==> config.mk <==
export PLATFORM = sky130hd
export DESIGN_NAME = tmc_timer_ctrl
export DESIGN_NICKNAME = d
export VERILOG_FILES = /design/src/shared/tmc_pkg.sv /design/src/logic/tmc_timer_ctrl.sv
export SDC_FILE = /design/constraint.sdc
export NUM_CORES = 1
export LEC_CHECK = 0
export BUFFER_PORTS_ARGS = -buffer_cell sky130_fd_sc_hd__buf_2
export CORE_UTILIZATION = 30
export DETAILED_ROUTE_END_ITERATION = 8
export HOLD_SLACK_MARGIN = 0.02
export MAX_ROUTING_LAYER = met4
export PLACE_DENSITY = 0.57
export REMOVE_ABC_BUFFERS = 1
export SLEW_MARGIN = 15
export SYNTH_ARGS = -nofsm -noshare
export SYNTH_HDL_FRONTEND = slang
export SYNTH_SLANG_ARGS = --single-unit
==> constraint.sdc <==
create_clock -name pclk -period 6.8 [get_ports pclk]
set_input_delay 1.36 -clock pclk [delete_from_list [all_inputs] [get_ports pclk]]
set_output_delay 1.36 -clock pclk [all_outputs]
set_load 0.005 [all_outputs]
==> src/shared/tmc_pkg.sv <==
/*
 Package for the 16-bit timer control block: register offsets, field
 positions, reset values, mode and clock-source codes, shared structs.
 Assumes an APB slave with 32-bit data, one register per aligned word.
*/
package tmc_pkg;

   // ***************************************************************
   // Register map (printed offsets not multiples of four: indices)
   // ***************************************************************
   localparam logic [7:0]  IDX_CTRL_A     = 8'h80;
   localparam logic [7:0]  IDX_CTRL_B     = 8'h81;
   localparam logic [7:0]  IDX_STATUS     = 8'h90;
   localparam logic [7:0]  IDX_MASK       = 8'h91;
   localparam logic [7:0]  IDX_CAPTURE    = 8'h92;
   localparam logic [7:0]  IDX_COUNT      = 8'h93;
   localparam logic [7:0]  IDX_COMPARE_A  = 8'h94;
   localparam logic [7:0]  IDX_COMPARE_C  = 8'h95;

   localparam logic [7:0]  RST_CTRL_A     = 8'h00;
   localparam logic [7:0]  RST_CTRL_B     = 8'h00;

   // ***************************************************************
   // Field positions
   // ***************************************************************
   localparam int          POS_A_ACT_C    = 2;
   localparam int          POS_A_MODE_LO  = 0;
   localparam int          POS_B_FILT     = 7;
   localparam int          POS_B_EDGE     = 6;
   localparam int          POS_B_RSVD     = 5;
   localparam int          POS_B_MODE_HI  = 3;
   localparam int          POS_B_CLK      = 0;
   localparam int          ST_CAPTURE     = 0;
   localparam int          ST_MATCH_C     = 1;
   localparam int          ST_OVERFLOW    = 2;

   // ***************************************************************
   // Timing and codes
   // ***************************************************************
   localparam int          FILTER_SAMPLES = 4;
   localparam logic [9:0]  DIV_8_MASK     = 10'h007;
   localparam logic [9:0]  DIV_64_MASK    = 10'h03f;
   localparam logic [9:0]  DIV_256_MASK   = 10'h0ff;
   localparam logic [9:0]  DIV_1024_MASK  = 10'h3ff;

   localparam logic [3:0]  MODE_NORMAL    = 4'h0;
   localparam logic [3:0]  MODE_CLR_A     = 4'h4;
   localparam logic [3:0]  MODE_PFC_CAP   = 4'h8;
   localparam logic [3:0]  MODE_PC_CAP    = 4'ha;
   localparam logic [3:0]  MODE_CLR_A2    = 4'hc;
   localparam logic [3:0]  MODE_RESERVED  = 4'hd;
   localparam logic [3:0]  MODE_FAST_CAP  = 4'he;

   typedef enum logic [2:0] {
      CLK_STOP  = 3'h0,
      CLK_DIV1  = 3'h1,
      CLK_DIV8  = 3'h2,
      CLK_DIV64 = 3'h3,
      CLK_DIV256 = 3'h4,
      CLK_DIV1024 = 3'h5,
      CLK_EXT_FALL = 3'h6,
      CLK_EXT_RISE = 3'h7
   } tmc_clk_src_t;

   typedef enum logic [1:0] {
      ACT_OFF    = 2'h0,
      ACT_TOGGLE = 2'h1,
      ACT_CLEAR  = 2'h2,
      ACT_SET    = 2'h3
   } tmc_action_t;

   // Capture filter machine, one-hot
   typedef enum logic [1:0] {
      FLT_LOW  = 2'b01,
      FLT_HIGH = 2'b10
   } tmc_filt_t;

   typedef struct packed {
      logic [7:0]  ctrl_a;
      logic [7:0]  ctrl_b;
      logic [2:0]  status;
      logic [2:0]  mask;
      logic [15:0] count;
      logic [15:0] capture;
      logic [15:0] compare_a;
      logic [15:0] compare_c;
      logic [9:0]  prescale;
      logic [1:0]  cap_sync;
      logic [1:0]  ext_sync;
      logic        ext_prev;
      logic [2:0]  flt_run;
      tmc_filt_t   flt_state;
      logic        cap_prev;
      logic        out_c;
      logic [31:0] prdata;
   } tmc_state_t;

endpackage

==> src/logic/tmc_timer_ctrl.sv <==
/*
 16-bit timer control block: mode and clock selection, channel C output
 action, input capture with noise filter, APB register access and one
 level interrupt. Assumes pins arrive asynchronous and that the port
 logic outside honours the pin output enable it gets from here.
*/
//
// Functional notes
// RULE1 - Outside PWM modes the channel C action is off, toggle, clear or set on match.
// RULE2 - A nonzero channel C action hands the pin to the compare output.
// RULE3 - Software sets the pin direction to output before the waveform drives it.
// RULE4 - The mode low bits sit in control A bits 1:0 and high bits in control B bits 4:3.
// RULE5 - Modes 0 to 7 are normal, phase PWM 8/9/10, clear on compare A, fast PWM 8/9/10.
// RULE6 - Modes 8 to 15 give PFC, phase and fast PWM with capture or compare A top; 13 reserved; the code runs 12 as clear on compare A, not PWM.
// RULE7 - With the filter on, the capture input changes after four equal samples.
// RULE8 - Edge polarity zero captures on falling edges, one on rising edges.
// RULE9 - A capture edge copies the counter into the capture register and sets the flag.
// RULE10 - Modes using the capture register as top disconnect the pin and block capture.
// RULE11 - Control B bit 5 reads zero and ignores writes.
// RULE12 - Clock source 0 stops, 1 counts every clock, 2 to 5 divide by 8, 64, 256, 1024.
// RULE13 - Clock source 6 counts falling and 7 rising edges of the external count pin.
// RULE14 - External edges count even when that pin is driven as an output.
// RULE15 - The external count pin is synchronised and edge detected into a one-cycle enable.
`timescale 1ns/100ps
`default_nettype none
module tmc_timer_ctrl
   import tmc_pkg::*;
(
   input  wire logic        pclk,
   input  wire logic        presetn,
   input  wire logic        psel,
   input  wire logic        penable,
   input  wire logic        pwrite,
   input  wire logic [11:0] paddr,
   input  wire logic [31:0] pwdata,
   output logic      [31:0] prdata,
   output logic             pready,
   output logic             pslverr,
   input  wire logic        capture_input_pin,
   input  wire logic        external_count_pin,
   input  wire logic        chan_c_pin_dir,
   output logic             chan_c_compare_pin,
   output logic             chan_c_compare_pin_oe,
   output logic             capture_pin_connected,
   output logic             count_tick,
   output logic             irq
);

   // ***************************************************************
   // Decode helpers
   // ***************************************************************
   function automatic logic top_is_capture(input logic [3:0] m);
      top_is_capture = (m == MODE_PFC_CAP) || (m == MODE_PC_CAP) || (m == MODE_FAST_CAP);
   endfunction

   function automatic logic non_pwm(input logic [3:0] m);
      non_pwm = (m == MODE_NORMAL) || (m == MODE_CLR_A) || (m == MODE_CLR_A2);
   endfunction

   function automatic logic [15:0] top_value(input logic [3:0] m,
                                             input logic [15:0] cap,
                                             input logic [15:0] cmp_a);
      case (m)
         4'h1, 4'h5:                  top_value = 16'h00ff;
         4'h2, 4'h6:                  top_value = 16'h01ff;
         4'h3, 4'h7:                  top_value = 16'h03ff;
         4'h4, 4'h9, 4'hb, 4'hc, 4'hf: top_value = cmp_a;
         4'h8, 4'ha, 4'he:            top_value = cap;
         default:                     top_value = 16'hffff;
      endcase
   endfunction

   tmc_state_t      s;
   tmc_state_t      next_s;
   logic      [3:0] wave_mode;
   logic            wr_en;
   logic            rd_en;
   logic      [9:0] word_idx;
   logic            hit;
   logic            tick;
   logic            flt_in;
   logic            cap_edge;
   logic            match_c;
   logic      [15:0] top;

   // ***************************************************************
   // Bus access
   // ***************************************************************
   // Zero wait states; unaligned or unmapped words raise pslverr
   assign pready    = 1'b1;
   assign wr_en     = psel && penable && pwrite;
   assign rd_en     = psel && !penable && !pwrite;
   assign word_idx  = paddr[11:2];
   assign wave_mode = {s.ctrl_b[POS_B_MODE_HI +: 2], s.ctrl_a[POS_A_MODE_LO +: 2]}; // RULE4
   assign top       = top_value(wave_mode, s.capture, s.compare_a); // RULE5 RULE6

   always_comb begin
      case (word_idx[7:0])
         IDX_CTRL_A, IDX_CTRL_B, IDX_STATUS, IDX_MASK,
         IDX_CAPTURE, IDX_COUNT, IDX_COMPARE_A, IDX_COMPARE_C: hit = (word_idx[9:8] == 2'b00);
         default:                                              hit = 1'b0;
      endcase
   end
   assign pslverr = psel && penable && (!hit || (paddr[1:0] != 2'b00));

   // ***************************************************************
   // Clock source
   // ***************************************************************
   always_comb begin
      case (tmc_clk_src_t'(s.ctrl_b[POS_B_CLK +: 3]))          // RULE12 RULE13
         CLK_STOP:     tick = 1'b0;
         CLK_DIV1:     tick = 1'b1;
         CLK_DIV8:     tick = (s.prescale & DIV_8_MASK) == DIV_8_MASK;
         CLK_DIV64:    tick = (s.prescale & DIV_64_MASK) == DIV_64_MASK;
         CLK_DIV256:   tick = (s.prescale & DIV_256_MASK) == DIV_256_MASK;
         CLK_DIV1024:  tick = (s.prescale & DIV_1024_MASK) == DIV_1024_MASK;
         // Pin is sampled regardless of its direction
         CLK_EXT_FALL: tick = s.ext_prev && !s.ext_sync[1];    // RULE14 RULE15
         CLK_EXT_RISE: tick = !s.ext_prev && s.ext_sync[1];    // RULE14 RULE15
         default:      tick = 1'b0;
      endcase
   end

   // ***************************************************************
   // Capture path
   // ***************************************************************
   // Filtered level is the one-hot filter state; raw level otherwise
   assign flt_in   = s.ctrl_b[POS_B_FILT] ? (s.flt_state == FLT_HIGH) : s.cap_sync[1]; // RULE7
   assign cap_edge = !top_is_capture(wave_mode) &&                                     // RULE10
                     (s.ctrl_b[POS_B_EDGE] ? (flt_in && !s.cap_prev)                   // RULE8
                                           : (!flt_in && s.cap_prev));
   assign match_c  = tick && (s.count == s.compare_c);

   // ***************************************************************
   // Next state
   // ***************************************************************
   always_comb begin
      next_s = s;
      next_s.cap_sync = {s.cap_sync[0], capture_input_pin};
      next_s.ext_sync = {s.ext_sync[0], external_count_pin};
      next_s.ext_prev = s.ext_sync[1];
      next_s.prescale = s.prescale + 10'h001;
      next_s.cap_prev = flt_in;

      // Four equal samples of the new level move the filter
      case (s.flt_state)
         FLT_LOW: begin
            next_s.flt_run = s.cap_sync[1] ? s.flt_run + 3'h1 : 3'h0;
            if (s.cap_sync[1] && (s.flt_run == 3'(FILTER_SAMPLES - 1))) begin // RULE7
               next_s.flt_state = FLT_HIGH;
               next_s.flt_run   = 3'h0;
            end
         end
         FLT_HIGH: begin
            next_s.flt_run = !s.cap_sync[1] ? s.flt_run + 3'h1 : 3'h0;
            if (!s.cap_sync[1] && (s.flt_run == 3'(FILTER_SAMPLES - 1))) begin // RULE7
               next_s.flt_state = FLT_LOW;
               next_s.flt_run   = 3'h0;
            end
         end
         default: begin
            next_s.flt_state = FLT_LOW;
            next_s.flt_run   = 3'h0;
         end
      endcase

      // Counter: up to top then wrap; PWM slopes are beyond this block
      if (tick) begin
         if (s.count >= top) begin
            next_s.count = 16'h0000;
            next_s.status[ST_OVERFLOW] = 1'b1;
         end else begin
            next_s.count = s.count + 16'h0001;
         end
      end

      if (match_c) begin
         next_s.status[ST_MATCH_C] = 1'b1;
         if (non_pwm(wave_mode)) begin
            case (tmc_action_t'(s.ctrl_a[POS_A_ACT_C +: 2]))   // RULE1
               ACT_TOGGLE: next_s.out_c = !s.out_c;
               ACT_CLEAR:  next_s.out_c = 1'b0;
               ACT_SET:    next_s.out_c = 1'b1;
               default:    next_s.out_c = s.out_c;
            endcase
         end
      end

      // Bus writes; status clears by one, events below win
      if (wr_en && hit && (paddr[1:0] == 2'b00)) begin
         case (word_idx[7:0])
            IDX_CTRL_A:    next_s.ctrl_a = pwdata[7:0];
            IDX_CTRL_B: begin
               next_s.ctrl_b = pwdata[7:0];
               next_s.ctrl_b[POS_B_RSVD] = 1'b0;                // RULE11
            end
            IDX_STATUS:    next_s.status = s.status & ~pwdata[2:0];
            IDX_MASK:      next_s.mask = pwdata[2:0];
            IDX_COUNT:     next_s.count = pwdata[15:0];
            IDX_COMPARE_A: next_s.compare_a = pwdata[15:0];
            IDX_COMPARE_C: next_s.compare_c = pwdata[15:0];
            default:       next_s.mask = s.mask;
         endcase
      end
      if (match_c) begin
         next_s.status[ST_MATCH_C] = 1'b1;
      end
      if (tick && (s.count >= top)) begin
         next_s.status[ST_OVERFLOW] = 1'b1;
      end
      if (cap_edge) begin
         next_s.capture = s.count;                              // RULE9
         next_s.status[ST_CAPTURE] = 1'b1;                      // RULE9
      end

      // Read data latched in setup so it comes from a flip-flop
      if (rd_en) begin
         case (word_idx[7:0])
            IDX_CTRL_A:    next_s.prdata = {24'h000000, s.ctrl_a};
            IDX_CTRL_B:    next_s.prdata = {24'h000000, s.ctrl_b};
            IDX_STATUS:    next_s.prdata = {29'h00000000, s.status};
            IDX_MASK:      next_s.prdata = {29'h00000000, s.mask};
            IDX_CAPTURE:   next_s.prdata = {16'h0000, s.capture};
            IDX_COUNT:     next_s.prdata = {16'h0000, s.count};
            IDX_COMPARE_A: next_s.prdata = {16'h0000, s.compare_a};
            IDX_COMPARE_C: next_s.prdata = {16'h0000, s.compare_c};
            default:       next_s.prdata = 32'h00000000;
         endcase
         if (word_idx[9:8] != 2'b00) begin
            next_s.prdata = 32'h00000000;
         end
      end
   end

   // ***************************************************************
   // State register
   // ***************************************************************
   always_ff @(posedge pclk or negedge presetn) begin
      if (!presetn) begin
         s           <= '0;
         s.ctrl_a    <= RST_CTRL_A;
         s.ctrl_b    <= RST_CTRL_B;
         s.flt_state <= FLT_LOW;
      end else begin
         s <= next_s;
      end
   end

   // ***************************************************************
   // Outputs
   // ***************************************************************
   assign prdata                = s.prdata;
   assign chan_c_compare_pin    = s.out_c;
   // Pin only driven when software also set its direction
   assign chan_c_compare_pin_oe = (s.ctrl_a[POS_A_ACT_C +: 2] != 2'b00) && chan_c_pin_dir; // RULE2 RULE3
   assign capture_pin_connected = !top_is_capture(wave_mode);   // RULE10
   assign count_tick            = tick;
   assign irq                   = |(s.status & s.mask);

endmodule
`default_nettype wire

==> run_results.csv <==
group,metric,value,unit
layout,diodes,0,
cts,root_buffer,"clkbuf_16",
timing,fin_crit,4.40,ns
cts,tritoncts,"built",
synthesis,synth.area.top_cells,"dfrtp_1, mux2_2, ha_1, buf_4, o21ai_0",
layout,register_area,0.00308,mm^2
synthesis,synth_edf_count,0,
layout,multi_input_comb_area,0.00370,mm^2
timing,finalHoldViolations,0,
timing,finalCritPeriodShare,64.6,%
hold_path,hold_depth,0,
timing,worstMarginPinSlew,1.14,ns
timing,slew_viol_final,0,
synthesis,async_reset_ff_share,100,%
floorplan,ios,91,
synthesis,ys_seq_area_share,42.8,%
floorplan,core.rowCount,56,
critical_path,rr_startpoint,"s[127]",
timing,timing.fmax,227,MHz
cts,clk_pin_slew,0.06,ns
global_routing,antenna_found_initial,0,
placed_design,gp_congestion,0.885,
global_routing,grtUsageTotal,17.4,%
critical_path,crit_path_end_kind,"register",
critical_path,slowest_delay,0.66,ns
cts,numClockSinks,123,
synthesis,synth.top_cells.by_count,"dfrtp_1, nand2_1, mux2_2",
outcome,outcome,"complete, no violations",
detailed_routing,drtIter0Drc,422,
critical_path,cp_slowest_cell,"nor2_1",
run,drv_cap,0,
layout,nFillCells,2380,
detailed_routing,via_per_inst,5.24,
global_routing,grt_pass1_wl,31200,um
placed_design,placed_area,0.00758,mm^2
cts,clk_latency,0.43,ns
synthesis,synthesis.area,0.00720,mm^2
cts,cts_hold_buf,0,
cts,cts_resized,0,
critical_path,critPathArrivalTime,4.74,ns
detailed_routing,dr.pass1.iters,5,
cts,cts_made_buffers,17,
pwr,p_leak,3.65,nW
cts,cts_setup_buffers,0,
timing,rsz0062_at_grt,"false",
critical_path,reg2regPathDepth,11,
synthesis,syn_inst,697,
placed_design,numPortBuffers,57,
layout,nets,802,
cts,ctsHtreeMaxLevel,4,
synthesis,ys_seq_elements,123,
global_routing,grt_max_degree,72,
timing,skew,0.00755,ns
critical_path,worst-setup-path-type,"register to register",
layout,syn2layout_area_growth,14.0,%
detailed_routing,wl_per_cell,18.6,um
critical_path,required,7.14,ns
placed_design,dp_hpwl,14200,um
synthesis,yosysTopAreaCellShare,42.4,%
pwr,power_density,219,mW/mm^2
timing,max-slew-margin-rel,24.0,%
synthesis,post-synth-top-count-cell,"dfrtp_1",
global_routing,grt_pass1_vias,5235,
critical_path,crit_fanout,16,
critical_path,crit_chain,"nand2b_1, nand2_1, o22a_1, o22a_1, ha_1, nand2b_1, a2111oi_0, o32ai_1, nor2_1, o21ai_2, o21ai_0",
floorplan,fp.coreArea,0.0235,mm^2
synthesis,synth_top_area_cell,"dfrtp_1",
layout,fin_area,0.00821,mm^2
synthesis,ys.flop_type,"dfrtp_1",
critical_path,regToRegEndpoint,"s[110]",
synthesis,yosys_warnings,0,
hold_path,hold_path.startpoint,"next_s[41]",
floorplan,start_util,30.7,%
detailed_routing,dr_total_vias,5553,
timing,holdWs,0.347,ns
hold_path,hold_class,"register to register",
synthesis,syn_area_per_cell,10.3,um^2
floorplan,chipHeight,157,um
pwr,irDropWorstVdd,0.166,mV
timing,finalSetupTns,0,ns
floorplan,die_x,157,um
critical_path,r2r_slack,2.40,ns
hold_path,hold_path_end,"next_s[39]",
detailed_routing,wirelength,19700,um
detailed_routing,drc,0,
detailed_routing,ant_nets,0,
timing,setup_viol,0,
global_routing,gr-total-overflow,0,
cts,clock_path_buffers,2,
layout,drive_gt1_share,23.2,%
synthesis,yosysUniqueCellTypes,65,
floorplan,fp.dieArea,0.0246,mm^2
critical_path,worstSetupStartpointType,"register",
==> metrics by stage <==
step	utilization, %	instances	setup WS, ns	total power [mW]
finish	35.0	1059	2.40	1.80
global route	35.0	1059	2.16	1.86
CTS	35.0	1059	2.42	1.82
floorplan	-	645	2.66	0.797
global placement	32.3	1027	2.43	0.845
detailed placement	32.3	1027	2.44	0.847
==> sequential cells by signal (all words and copies together) (netlist names) <==
signal and cells:
prdata 16, next_s 3, s 103, chan_c_compare_pin 1
==> worst max path at each step <==
stage | startpoint | endpoint | slack [ns] | cells past startpoint
3_3_place_gp | s[127] | s[116] | 2.43 | 11
3_5_place_dp | s[127] | s[110] | 2.44 | 11
4_1_cts | s[127] | s[110] | 2.42 | 11
5_1_grt | s[128] | s[116] | 2.16 | 10
2_1_floorplan | paddr[4] | s[107] | 2.66 | 6
6_report | s[127] | s[110] | 2.40 | 11
==> critical path: cells and delay by family, from the launching register on <==
family	cells	cell delay, ns
simple gates	4	1.60
fa+ha+maj	1	0.26
flops	1	0.61
compound gates	6	1.83
==> report_power, final <==
part	switching (mW)	total, mW	internal (mW)
Sequential	0.00460	0.746	0.741
Combinational	0.0587	0.0872	0.0284
Clock	0.336	0.967	0.631
==> logic make-up (layout without fill, tap and decap cells) <==
group                    count (synthesis)  count (layout)  share of synthesized area, %
XOR/XNOR                                32              32                          3.89
adder cells (fa/ha/maj)                 23              23                          4.00
AND/OR/NAND/NOR                        184             184                          13.5
flip-flops                             123             123                          42.8
multiplexers                            76              76                          12.5
AO/OA/AOI/OAI                          171             171                          16.6
buffers and inverters                   86             114                          6.72
other                                    2              17                         0.104
==> metal layers <==
| metal | GRT usage, % | wire [um] |
|---|---|---|
| met1 | 22.8 | 8880 |
| met2 | 25.8 | 9020 |
| met3 | 3.47 | 1180 |
| met4 | 8.26 | 582 |
| met5 | - | 0 |
==> final cells by class <==
type                       count  share of cell area [%]
multi-input combinational    503                    45.1
timing repair buffer          63                    4.05
sequential                   123                    37.5
inverter                      19                   0.869
tap                          319                    4.86
clock inverter                11                    2.04
clock buffer                  21                    5.61
==> cells in the final DEF, fill, tap and decap left out, drive strengths merged, types with 7 or more instances in the layout <==
cell type and instances:
o22a 9, a21oi 25, nand3 21, nand2 60, nor4 7, a22o 7, dfrtp 122, clkbuf 21
mux2i 9, a221oi 13, nor3b 7, mux2 65, o22ai 8, nand2b 17, xnor2 14, nand4 7
o21ai 52, xor2 18, a31oi 7, buf 63, ha 23, inv 18, nor2 26, nor3 13
a22oi 8, a32oi 9, a211oi 7, conb 17
Note: power is estimated with default switching activity, not from simulation.
